[src/rtl/b3_defs.vh]
`ifndef B3_DEFS_VH
`define B3_DEFS_VH

// ----------------------------------------------------------------------------
// PMIC state codes on pmicState
// ----------------------------------------------------------------------------
`define B3_PMIC_REGS_DISABLED 2'h0
`define B3_PMIC_RUN           2'h1
`define B3_PMIC_STANDBY       2'h2
`define B3_PMIC_SLEEP         2'h3

// ----------------------------------------------------------------------------
// Operating mode codes on modeCode_r
// ----------------------------------------------------------------------------
`define B3_MODE_OFF           2'h0
`define B3_MODE_ADAPTIVE      2'h1
`define B3_MODE_FORCED_PWM    2'h2
`define B3_MODE_LOW_POWER     2'h3

// ----------------------------------------------------------------------------
// Register indices on the read and write ports
// ----------------------------------------------------------------------------
`define B3_IDX_RUN_VOLTAGE     3'h0
`define B3_IDX_STANDBY_VOLTAGE 3'h1
`define B3_IDX_SLEEP_VOLTAGE   3'h2
`define B3_IDX_STATUS          3'h3
`define B3_IDX_MODE            3'h4

// ----------------------------------------------------------------------------
// Field positions of the status register
// ----------------------------------------------------------------------------
`define B3_STAT_HS_SENSE      0
`define B3_STAT_LS_SENSE      1
`define B3_STAT_HS_FAULT      2
`define B3_STAT_LS_FAULT      3

// ----------------------------------------------------------------------------
// Reset values
// ----------------------------------------------------------------------------
`define B3_VOLTAGE_RESET      6'h00
`define B3_MODE_RESET         `B3_MODE_ADAPTIVE
`define B3_MILLIVOLT_RESET    12'h708

// ----------------------------------------------------------------------------
// Voltage code mapping, in millivolts
// ----------------------------------------------------------------------------
`define B3_MV_BASE            12'h708
`define B3_MV_STEP            12'h064

// ----------------------------------------------------------------------------
// Timing
// ----------------------------------------------------------------------------
`define B3_CLK_KHZ            10000
`define B3_DEBOUNCE_US        8000
// Eight milliseconds of 100 ns cycles, sized to the counter width.
`define B3_DEBOUNCE_CYCLES    17'h13880
`define B3_DEBOUNCE_W         17

`endif

[src/rtl/b3_debounce.v]
`include "b3_defs.vh"

module b3_debounce #(
    parameter [`B3_DEBOUNCE_W-1:0] LIMIT = `B3_DEBOUNCE_CYCLES
) (
    // Clock and reset
    input  wire clk_sys,
    input  wire rst_n,
    // Raw fault level and debounced event
    input  wire faultLevel,
    output reg  firePulse_r
);

    reg [`B3_DEBOUNCE_W-1:0] count_r;
    reg [`B3_DEBOUNCE_W-1:0] count_nxt;

    // ------------------------------------------------------------------------
    // Persistence counter
    // ------------------------------------------------------------------------
    // A fault that drops out for even one cycle starts the wait again, so
    // only an uninterrupted fault can fire. The counter parks one past the
    // limit so a long fault fires exactly once.
    always @* begin
        count_nxt = count_r;
        if (!faultLevel) begin
            count_nxt = {`B3_DEBOUNCE_W{1'b0}};
        end else if (count_r <= LIMIT) begin
            count_nxt = count_r + {{(`B3_DEBOUNCE_W-1){1'b0}}, 1'b1};
        end
    end

    always @(posedge clk_sys or negedge rst_n) begin
        if (!rst_n) begin
            count_r     <= {`B3_DEBOUNCE_W{1'b0}};
            firePulse_r <= 1'b0;
        end else begin
            count_r     <= count_nxt;
            firePulse_r <= faultLevel && (count_r == LIMIT);
        end
    end

endmodule

[src/rtl/b3_mode_ctrl.v]
// Contract
// - In the off mode switching stops and the output discharge path is turned on.
// - Adaptive mode is the mode after reset, pulse skipping at light load and near-fixed frequency otherwise.
// - Forced PWM keeps fixed-frequency switching at every load and never skips pulses.
// - Adaptive mode picks DCM or CCM from load current, overridable by host control and standby or sleep changes.
// - Low-power mode lowers comparator bias and is only entered in standby or sleep with the low-power bit set.
// - Mode decodes from PMIC state and enable bits, with forced PWM winning over the low-power bit.
// - In run with low-power set and forced PWM clear the regulator stays adaptive, never low-power.
// - In standby or sleep, enabled, low-power set and forced PWM clear selects low-power mode.
// - Each FET is turned off as soon as its current passes its limit in that switching cycle.
// - A high-side or low-side limit hit raises its sense bit at once, with no debounce.
// - A current-limit status bit sets only after the fault has lasted longer than the 8.0 ms debounce.
// - Leaving the all-disabled state for run copies the fused code into the three voltage registers.
// - The run, standby and sleep voltage registers are read-only and ignore host writes.
// - The 4-bit code maps to 1.80 V plus 0.1 V per step up to 3.30 V.
`include "b3_defs.vh"

module b3_mode_ctrl #(
    parameter [`B3_DEBOUNCE_W-1:0] DEBOUNCE_CYCLES = `B3_DEBOUNCE_CYCLES
) (
    // Clock and reset
    input  wire        clk_sys,
    input  wire        rst_n,
    // PMIC state and host control bits
    input  wire [1:0]  pmicState,
    input  wire        buck3EnableBit,
    input  wire        buck3StandbyEnable,
    input  wire        buck3SleepOutputEnable,
    input  wire        buck3LowPowerSelect,
    input  wire        buck3ForceFixedFreq,
    input  wire        ccmForce,
    // Analog sense inputs
    input  wire        loadLight,
    input  wire        hsLimitHit,
    input  wire        lsLimitHit,
    // Fuse contents
    input  wire [5:0]  fusedBuck3VoltageCode,
    // Host register port
    input  wire        regRdEn,
    input  wire [2:0]  regRdIdx,
    input  wire        regWrEn,
    input  wire [2:0]  regWrIdx,
    input  wire [7:0]  regWrData,
    output reg  [7:0]  regRdData_r,
    output reg         regWrRefused_r,
    // Switching stage control
    output reg  [1:0]  modeCode_r,
    output reg         switchEnable_r,
    output reg         dischargeEnable_r,
    output reg         pulseSkipAllow_r,
    output reg         lowBias_r,
    output reg         hsGateOff_r,
    output reg         lsGateOff_r,
    // Fault flags
    output reg         hsSense_r,
    output reg         lsSense_r,
    output reg         hsFault_r,
    output reg         lsFault_r,
    // Voltage targets
    output reg  [5:0]  buck3RunVoltage_r,
    output reg  [5:0]  buck3StandbyVoltage_r,
    output reg  [5:0]  buck3SleepVoltage_r,
    output reg  [5:0]  activeVoltage_r,
    output reg  [11:0] targetMillivolt_r
);

    // ------------------------------------------------------------------------
    // Helpers
    // ------------------------------------------------------------------------
    function [1:0] decodeMode;
        input [1:0] state;
        input       en;
        input       stbyEn;
        input       slpEn;
        input       lowPwr;
        input       fpwm;
        reg         on;
        begin
            on = en;
            if (state == `B3_PMIC_REGS_DISABLED) begin
                on = 1'b0;
            end else if (state == `B3_PMIC_STANDBY && !stbyEn) begin
                on = 1'b0;
            end else if (state == `B3_PMIC_SLEEP && !slpEn) begin
                on = 1'b0;
            end
            if (!on) begin
                decodeMode = `B3_MODE_OFF;
            end else if (fpwm) begin
                decodeMode = `B3_MODE_FORCED_PWM;
            end else if (lowPwr && state != `B3_PMIC_RUN) begin
                decodeMode = `B3_MODE_LOW_POWER;
            end else begin
                decodeMode = `B3_MODE_ADAPTIVE;
            end
        end
    endfunction

    function [11:0] codeToMillivolt;
        input [3:0] code;
        begin
            codeToMillivolt = `B3_MV_BASE + `B3_MV_STEP * {8'h00, code};
        end
    endfunction

    // ------------------------------------------------------------------------
    // Mode decode
    // ------------------------------------------------------------------------
    wire [1:0] modeNow = decodeMode(pmicState, buck3EnableBit, buck3StandbyEnable,
                                    buck3SleepOutputEnable, buck3LowPowerSelect,
                                    buck3ForceFixedFreq);

    reg  [1:0] prevState_r;
    wire       stateChange = (prevState_r != pmicState);
    wire       startUp     = (prevState_r == `B3_PMIC_REGS_DISABLED) && (pmicState == `B3_PMIC_RUN);

    reg        skip_nxt;

    // Any PMIC state change makes the adaptive-mode conduction choice restart in CCM
    // for one cycle, so the converter never carries a stale light-load
    // decision across a bias change.
    always @* begin
        skip_nxt = 1'b0;
        if (modeNow == `B3_MODE_ADAPTIVE) begin
            skip_nxt = loadLight && !ccmForce && !stateChange;
        end else if (modeNow == `B3_MODE_LOW_POWER) begin
            skip_nxt = loadLight;
        end
    end

    always @(posedge clk_sys or negedge rst_n) begin
        if (!rst_n) begin
            prevState_r       <= `B3_PMIC_REGS_DISABLED;
            modeCode_r        <= `B3_MODE_RESET;
            switchEnable_r    <= 1'b0;
            dischargeEnable_r <= 1'b1;
            pulseSkipAllow_r  <= 1'b0;
            lowBias_r         <= 1'b0;
        end else begin
            prevState_r       <= pmicState;
            modeCode_r        <= modeNow;
            switchEnable_r    <= (modeNow != `B3_MODE_OFF);
            dischargeEnable_r <= (modeNow == `B3_MODE_OFF);
            pulseSkipAllow_r  <= skip_nxt;
            lowBias_r         <= (modeNow == `B3_MODE_LOW_POWER);
        end
    end

    // ------------------------------------------------------------------------
    // Current limit
    // ------------------------------------------------------------------------
    wire [1:0] limitHit = {lsLimitHit, hsLimitHit};
    wire [1:0] faultFire;

    genvar gi;
    generate
        for (gi = 0; gi < 2; gi = gi + 1) begin : gDebounce
            b3_debounce #(
                .LIMIT (DEBOUNCE_CYCLES)
            ) uDebounce (
                .clk_sys     (clk_sys),
                .rst_n       (rst_n),
                .faultLevel  (limitHit[gi]),
                .firePulse_r (faultFire[gi])
            );
        end
    endgenerate

    // Fault status is sticky; the host clears it by writing ones to the
    // status register, and a debounce event in that same cycle wins.
    wire       statusWr  = regWrEn && (regWrIdx == `B3_IDX_STATUS);
    wire       hsClear   = statusWr && regWrData[`B3_STAT_HS_FAULT];
    wire       lsClear   = statusWr && regWrData[`B3_STAT_LS_FAULT];

    always @(posedge clk_sys or negedge rst_n) begin
        if (!rst_n) begin
            hsGateOff_r <= 1'b1;
            lsGateOff_r <= 1'b1;
            hsSense_r   <= 1'b0;
            lsSense_r   <= 1'b0;
            hsFault_r   <= 1'b0;
            lsFault_r   <= 1'b0;
        end else begin
            hsGateOff_r <= hsLimitHit || (modeNow == `B3_MODE_OFF);
            lsGateOff_r <= lsLimitHit || (modeNow == `B3_MODE_OFF);
            hsSense_r   <= hsLimitHit;
            lsSense_r   <= lsLimitHit;
            hsFault_r   <= faultFire[0] || (hsFault_r && !hsClear);
            lsFault_r   <= faultFire[1] || (lsFault_r && !lsClear);
        end
    end

    // ------------------------------------------------------------------------
    // Voltage registers
    // ------------------------------------------------------------------------
    reg [5:0] active_nxt;

    always @* begin
        case (pmicState)
            `B3_PMIC_STANDBY: active_nxt = buck3StandbyVoltage_r;
            `B3_PMIC_SLEEP:   active_nxt = buck3SleepVoltage_r;
            default:          active_nxt = buck3RunVoltage_r;
        endcase
    end

    // Host writes never reach these registers; only start-up loads them.
    always @(posedge clk_sys or negedge rst_n) begin
        if (!rst_n) begin
            buck3RunVoltage_r     <= `B3_VOLTAGE_RESET;
            buck3StandbyVoltage_r <= `B3_VOLTAGE_RESET;
            buck3SleepVoltage_r   <= `B3_VOLTAGE_RESET;
            activeVoltage_r       <= `B3_VOLTAGE_RESET;
            targetMillivolt_r     <= `B3_MILLIVOLT_RESET;
        end else begin
            if (startUp) begin
                buck3RunVoltage_r     <= fusedBuck3VoltageCode;
                buck3StandbyVoltage_r <= fusedBuck3VoltageCode;
                buck3SleepVoltage_r   <= fusedBuck3VoltageCode;
            end
            activeVoltage_r   <= startUp ? fusedBuck3VoltageCode : active_nxt;
            targetMillivolt_r <= codeToMillivolt(startUp ? fusedBuck3VoltageCode[3:0] : active_nxt[3:0]);
        end
    end

    // ------------------------------------------------------------------------
    // Host register port
    // ------------------------------------------------------------------------
    reg [7:0] rd_nxt;
    wire      roWrite = regWrEn && (regWrIdx == `B3_IDX_RUN_VOLTAGE ||
                                    regWrIdx == `B3_IDX_STANDBY_VOLTAGE ||
                                    regWrIdx == `B3_IDX_SLEEP_VOLTAGE ||
                                    regWrIdx == `B3_IDX_MODE);

    always @* begin
        case (regRdIdx)
            `B3_IDX_RUN_VOLTAGE:     rd_nxt = {2'h0, buck3RunVoltage_r};
            `B3_IDX_STANDBY_VOLTAGE: rd_nxt = {2'h0, buck3StandbyVoltage_r};
            `B3_IDX_SLEEP_VOLTAGE:   rd_nxt = {2'h0, buck3SleepVoltage_r};
            `B3_IDX_STATUS:          rd_nxt = {4'h0, lsFault_r, hsFault_r, lsSense_r, hsSense_r};
            `B3_IDX_MODE:            rd_nxt = {6'h00, modeCode_r};
            default:                 rd_nxt = 8'h00;
        endcase
    end

    always @(posedge clk_sys or negedge rst_n) begin
        if (!rst_n) begin
            regRdData_r    <= 8'h00;
            regWrRefused_r <= 1'b0;
        end else begin
            regRdData_r    <= regRdEn ? rd_nxt : 8'h00;
            regWrRefused_r <= roWrite;
        end
    end

endmodule

[config.mk]
export PLATFORM = sky130hd
export DESIGN_NAME = b3_mode_ctrl
export DESIGN_NICKNAME = d
export VERILOG_FILES = /design/src/rtl/b3_debounce.v /design/src/rtl/b3_mode_ctrl.v
export VERILOG_INCLUDE_DIRS = /design/src /design/src/rtl
export SDC_FILE = /design/constraint.sdc
export NUM_CORES = 1
export LEC_CHECK = 0
export ABC_AREA = 1
export BUFFER_PORTS_ARGS = -buffer_cell sky130_fd_sc_hd__buf_2
export CORE_AREA = 2 2 127 129
export CTS_CLUSTER_DIAMETER = 150
export DETAILED_ROUTE_END_ITERATION = 10
export DIE_AREA = 0 0 129 131
export SYNTH_ARGS = -nofsm -noshare
export SYNTH_HDL_FRONTEND = slang
export SYNTH_HIERARCHICAL = 1
export SYNTH_SLANG_ARGS = --single-unit
[constraint.sdc]
create_clock -name clk_sys -period 2.88 [get_ports clk_sys]
set_input_delay 0.432 -clock clk_sys [delete_from_list [all_inputs] [get_ports clk_sys]]
set_output_delay 0.432 -clock clk_sys [all_outputs]
set_load 0.03 [all_outputs]
### Word level (Yosys, flattened, before mapping)

Cells that the tools add are included.

| operators by class | value |
|---|---|
| add/subtract/negate cells | 3 |
| $mul | 1 |
| order comparisons | 2 |
| equal/unequal tests | 19 |
| mux-type cells | 16 |
| reductions and logical operators | 34 |

Operators with widths:

| cell | number |
|---|---|
| $mux W17 | 4 |
| $add A17 B1 Y17 const B | 2 |
| $eq A17 B17 Y1 const B | 2 |
| $le A17 B17 Y1 const B | 2 |
| $pmux W6 S3 | 1 |
| $logic_and A1 B1 Y1 | 14 |
| $add A11 B11 Y12 const A | 1 |
| $eq A3 B2 Y1 const B | 4 |
| $mul A5 B4 Y9 const A | 1 |
| $mux W8 | 1 |
| $logic_or A1 B1 Y1 | 7 |
| $eq A2 B2 Y1 const B | 3 |
| $eq A3 B1 Y1 const B | 2 |
| $eq A3 B3 Y1 const B | 2 |
| $logic_not A1 Y1 | 6 |
| $logic_not A2 Y1 | 3 |
| $logic_not A3 Y1 | 2 |
| $mux W2 | 3 |
| $mux W6 | 1 |
| $ne A2 B1 Y1 const B | 3 |
| $mux W1 | 5 |
| $eq A2 B1 Y1 const B | 2 |
| $mux W4 | 1 |
| $reduce_or A3 Y1 | 1 |
| 2 further kinds | 2 |

| storage, ports and cells | value |
|---|---|
| flip-flop bits (word level) | 83 |
| output and inout port bits | 57 |
| logic and storage cells | 96 |

### Logic depth before layout (Yosys ltp)

| logic depth | value |
|---|---|
| word-level depth | 9 |
| depth in mapped cells | 17 |
| gate-level depth less buffers | 17 |

### Cells and area by module

The synthesis kept the hierarchy.

By module, submodules not included:

| module | instances | cells an instance | area each (sq um) | sequential area each (sq um) |
|---|---|---|---|---|
| b3_debounce | 2 | 189 | 1303.8 | 450.4 |
| b3_mode_ctrl | 1 | 191 | 1995.7 | 1061.0 |

### Least setup slack after synthesis

Ideal clock, no wire load.

| timing path | value |
|---|---|
| kind | input port to flip-flop |
| start | input pmicState[0] |
| end | register targetMillivolt_r[11] |
| arrival time | 2483 ps |
| required time | 2740 ps |
| path slack | 257 ps |
| stages | 11 |
| path buffers | 0 |
| path through | inv_2 -> nor2_8 -> nand2_4 -> mux2_2 -> ha_1 -> ha_1 -> fa_1 -> xnor2_1 -> inv_1 -> a31oi_1 -> nand4_1 |

| between the ends | value |
|---|---|
| longest elaborated chain between the ends | 5 |

RTL lines:

| element | RTL line | text |
|---|---|---|
| from (decl) | b3_mode_ctrl.v:25 | `input wire [1:0] pmicState,` |
| $eq A2 B1 Y1 (no line) | n/a |  |
| $logic_and A1 B1 Y1 | b3_mode_ctrl.v:115 | `` wire startUp = (prevState_r == `B3_PMIC_REGS_DISABLED) && (pmicState == `B3_PMIC_RUN); `` |
| $mux W4 | b3_mode_ctrl.v:221 | `targetMillivolt_r <= codeToMillivolt(startUp ? fusedBuck3VoltageCode[3:0] : active_nxt[3:0]);` |
| $mul A5 B4 Y9 (no line) | n/a |  |
| $add A11 B11 Y12 (no line) | n/a |  |
| to (signal assigned) | b3_mode_ctrl.v:213 | `` targetMillivolt_r <= `B3_MILLIVOLT_RESET; `` |
| to (signal assigned) | b3_mode_ctrl.v:221 |  |
| to (decl) | b3_mode_ctrl.v:64 | `output reg [11:0] targetMillivolt_r` |

No other way between the ends.
A chain may end at the register's enable or synchronous reset.

### Worst setup path in the final report

| timing path | value |
|---|---|
| start | register prevState_r[0] |
| end | register targetMillivolt_r[9] |

| between the ends | value |
|---|---|
| longest elaborated chain between the ends | 5 |

RTL lines:

| element | RTL line | text |
|---|---|---|
| from (decl) | b3_mode_ctrl.v:113 | `reg [1:0] prevState_r;` |
| from (signal assigned) | b3_mode_ctrl.v:133 | `` prevState_r <= `B3_PMIC_REGS_DISABLED; `` |
| from (signal assigned) | b3_mode_ctrl.v:140 | `prevState_r <= pmicState;` |
| $logic_not A2 Y1 (no line) | n/a |  |
| $logic_and A1 B1 Y1 | b3_mode_ctrl.v:115 |  |
| $mux W4 | b3_mode_ctrl.v:221 |  |
| $mul A5 B4 Y9 (no line) | n/a |  |
| $add A11 B11 Y12 (no line) | n/a |  |

No other way between the ends.

==> summary.txt <==
Worst hold path
  – Worst Hold Class: in2async

Synth
  – Mean Syn Cell Area: 8.09 um2
  – Main combinational cell family by area after synthesis: simple AND/OR/NAND/NOR gates
  – Adder-cell share of the synthesized area: 3.97%
  – Post-synthesis compound-gate area fraction: 4.19%
  – Synth unique cells: 38
  – Register bit total from synthesis: 78
  – Ys async rst share: 100%
  – Synth Area in Simple Gates: 35.1%
  – Synth top area cells: dfrtp_1 38%, nand2_1 12%, inv_1 5.1%
  – Area share of xor/xnor cells in the synthesized design: 2.66%
  – Multiplexer share of the synthesized area: 1.22%
  – Ys Warns: 6
  – Cells after synthesis: 569
  – Synth Flop Type: dfrtp_1
  – Cell taking the most area after synthesis: dfrtp_1
  – Seq/Total Area, Yosys: 42.6%
  – Synth Cell Area: 4600 um2
  – Post-synth EDFFs: 0
  – Share of the synthesized area in the top cell type: 38.1%

Floorplan
  – Core Area: 15600 um2
  – I/O pin count: 92
  – Die boundary height: 131 um
  – Core Rows: 46
  – Initial Utilization: 29.5%
  – Die width: 129 um
  – Die ar.: 16900 um2

Critical path
  – R2r worst-path depth: 10
  – Flop-to-flop setup slack: 0.23 ns
  – Worst Path Arrival: 2.91 ns
  – Crit end category: register
  – Setup Crit Path Kind: reg2reg
  – Crit path launch type: register
  – Worst EP required: 3.14 ns
  – Worst-path fanout max: 5

Routing
  – Detailed Routing Iterations Pass 1: 4
  – Post-route ant nets: 0
  – Drt total wl: 10400 um
  – Drt drc: 0
  – Vias per inst: 4.36
  – DRT iter0 DRCs: 261
  – DR WL/cell: 12.1 um
  – Vias: 3780

Final layout
  – Area growth from synthesis to layout: 18.5%
  – Finished Layout Cells: 866
  – Share of post-route cells with drive strength above 1: 26.6%
  – Nets: 694
  – N_diodes: 0
  – Util after Layout: 35.0%

Placement
  – Routability cong.: 0.834
  – I/O Buffers: 81
  – Post-DP HPWL: 7730 um
  – Placed cells: 850

Power and ir drop
  – Worst vdd ir: 0.000328 V
  – Leakage power: 2.66 nW
  – PD cells: 631 nW/um2
  – Pwr Total: 3.44 mW

Global routing
  – Antenna violations before repair: 0
  – First-pass GRT wire length: 17400 um
  – Vias in the first global route: 3544
  – Total gr overflow: 0
  – Pin count of the biggest net entering global routing: 47
  – Gr usage total: 13.2%

Clock tree
  – H-tree levels: 3
  – Worst-Skew Late Latency: 0.34 ns
  – Num CTS Buffers: 9
  – Clock Tree Root: clkbuf_16
  – Clock-pin slew on the worst setup and hold paths: 0.07 ns
  – Clk buf depth: 2
  – CTS Hold Bufs: 0
  – TritonCTS clock tree: yes
  – CTS sink count: 78

STA
  – Setup TNS: 0 ns
  – Unrepaired setup endpoints after global routing: no
  – Rel. slew slack: 58.1%
  – Tcrit/Tclk final: 91.9%
  – Least-Margin Pin Slew: 0.629 ns
  – Final Max Tran Viols: 0
  – Post-route minimum period: 2.65 ns
  – Max Freq: 378 MHz
  – Worst Skew: 0.00835 ns
  – Endpoints failing setup: 0
  – Fin. Hold Viols: 0

Run status
  – Status: completed

Job
  – Max Cap Violations: 0
-- sequential cells by signal, indices dropped and copies added, names as in the netlist, 2 cells and up --
| signal | count |
|---|---|
| activeVoltage_r | 6 |
| buck3SleepVoltage_r | 6 |
| gDebounce.uDebounce/count_r | 34 |
| gDebounce.uDebounce/firePulse_r | 2 |
| modeCode_r | 2 |
| prevState_r | 2 |
| regRdData_r | 6 |
| targetMillivolt_r | 9 |
-- layout make-up --
type / instances / area [um2]
repair buffers: 87 / 453
flip-flops and latches: 78 / 1960
well taps: 216 / 270
clock inverters: 5 / 58.8
fillers: 1637 / 10100
clock buffers: 11 / 243
inverters: 73 / 274
multi-input cells: 396 / 2190
-- cell usage after synthesis, types with 6 or more instances --
library cell / count
nand3_2: 8
inv_2: 6
dfstp_2: 8
o21ai_2: 10
xor2_1: 8
ha_1: 13
nand2_2: 9
nand4_1: 30
nor2_1: 62
xnor2_1: 6
dfrtp_1: 70
nor3_1: 6
nand3_1: 37
a21oi_1: 8
nand2_1: 145
buf_4: 17
inv_1: 63
nor2_2: 10
-- power breakdown --
part	internal, mW	switching [mW]	leakage, nW
Combinational	0.316	0.682	1.52
Clock	0.695	0.449	0.142
Sequential	1.24	0.0620	0.995
-- per-stage QoR --
stage          area (um2)  setup slack [ns]  hold WS (ns)
6_report             5450             0.232        0.0965
5_1_grt              5450            0.0127         0.165
4_1_cts              5450             0.178         0.139
3_5_place_dp         5140           0.00819         0.428
3_3_place_gp         5140            0.0331         0.413
2_1_floorplan        4610             0.257         0.136
-- placed cells by master, fill, tap and decap left out, types with 5 or more instances in the layout --
master / count
nand2_1: 145
nor3_1: 6
buf_2: 80
a21oi_1: 8
buf_4: 7
nand4_1: 30
nand3_2: 8
nand2_2: 9
nand3b_1: 5
dfrtp_1: 70
mux2_2: 5
inv_2: 6
ha_1: 13
clkbuf_16: 9
nor2_2: 10
nor2_1: 62
o21ai_2: 10
xnor2_1: 6
inv_1: 63
xor2_1: 8
nand3_1: 37
dfstp_2: 8
-- timing repair --
action,CTS,global route
resized for setup,0,1
setup buffers,0,0
setup endpoints to repair,0,2
-- metal layers --
layer | GRT usage [%] | wire (um)
met1 | 17.9 | 5140
met2 | 20.7 | 4620
met3 | 3.01 | 515
met4 | 4.99 | 172
met5 | 0 | 0
-- path summary, 6_finish.rpt --
path | startpoint | end
max in group asynchronous | rst_n | modeCode_r[0]
max reg2reg | prevState_r[0] | targetMillivolt_r[9]
max | prevState_r[0] | targetMillivolt_r[9]
min | rst_n | gDebounce[0].uDebounce/count_r[13]
min in group clk_sys | pmicState[0] | prevState_r[0]
min reg2reg | gDebounce[1].uDebounce/firePulse_r | lsFault_r
-- logic make-up (layout without fill, tap and decap cells) --
family,Yosys count,count (layout)
xor gates and xnor gates,14,14
buffers and inverters,98,176
muxes,5,5
other,1,4
AOI/OAI and AO/OA,28,28
and+or+nand+nor,331,331
adders and majority gates,14,14
DFF,78,78
-- worst max-delay path, stage by stage, from the launching register on --
cell     delay, ns
dfrtp_1       0.43
nor2_8        0.16
nand2_4       0.09
mux2_2        0.30
ha_1          0.28
ha_1          0.23
fa_1          0.40
xnor2_1       0.21
inv_1         0.11
a31oi_2       0.19
xor2_1        0.17
(Power assumes the default switching activity.)
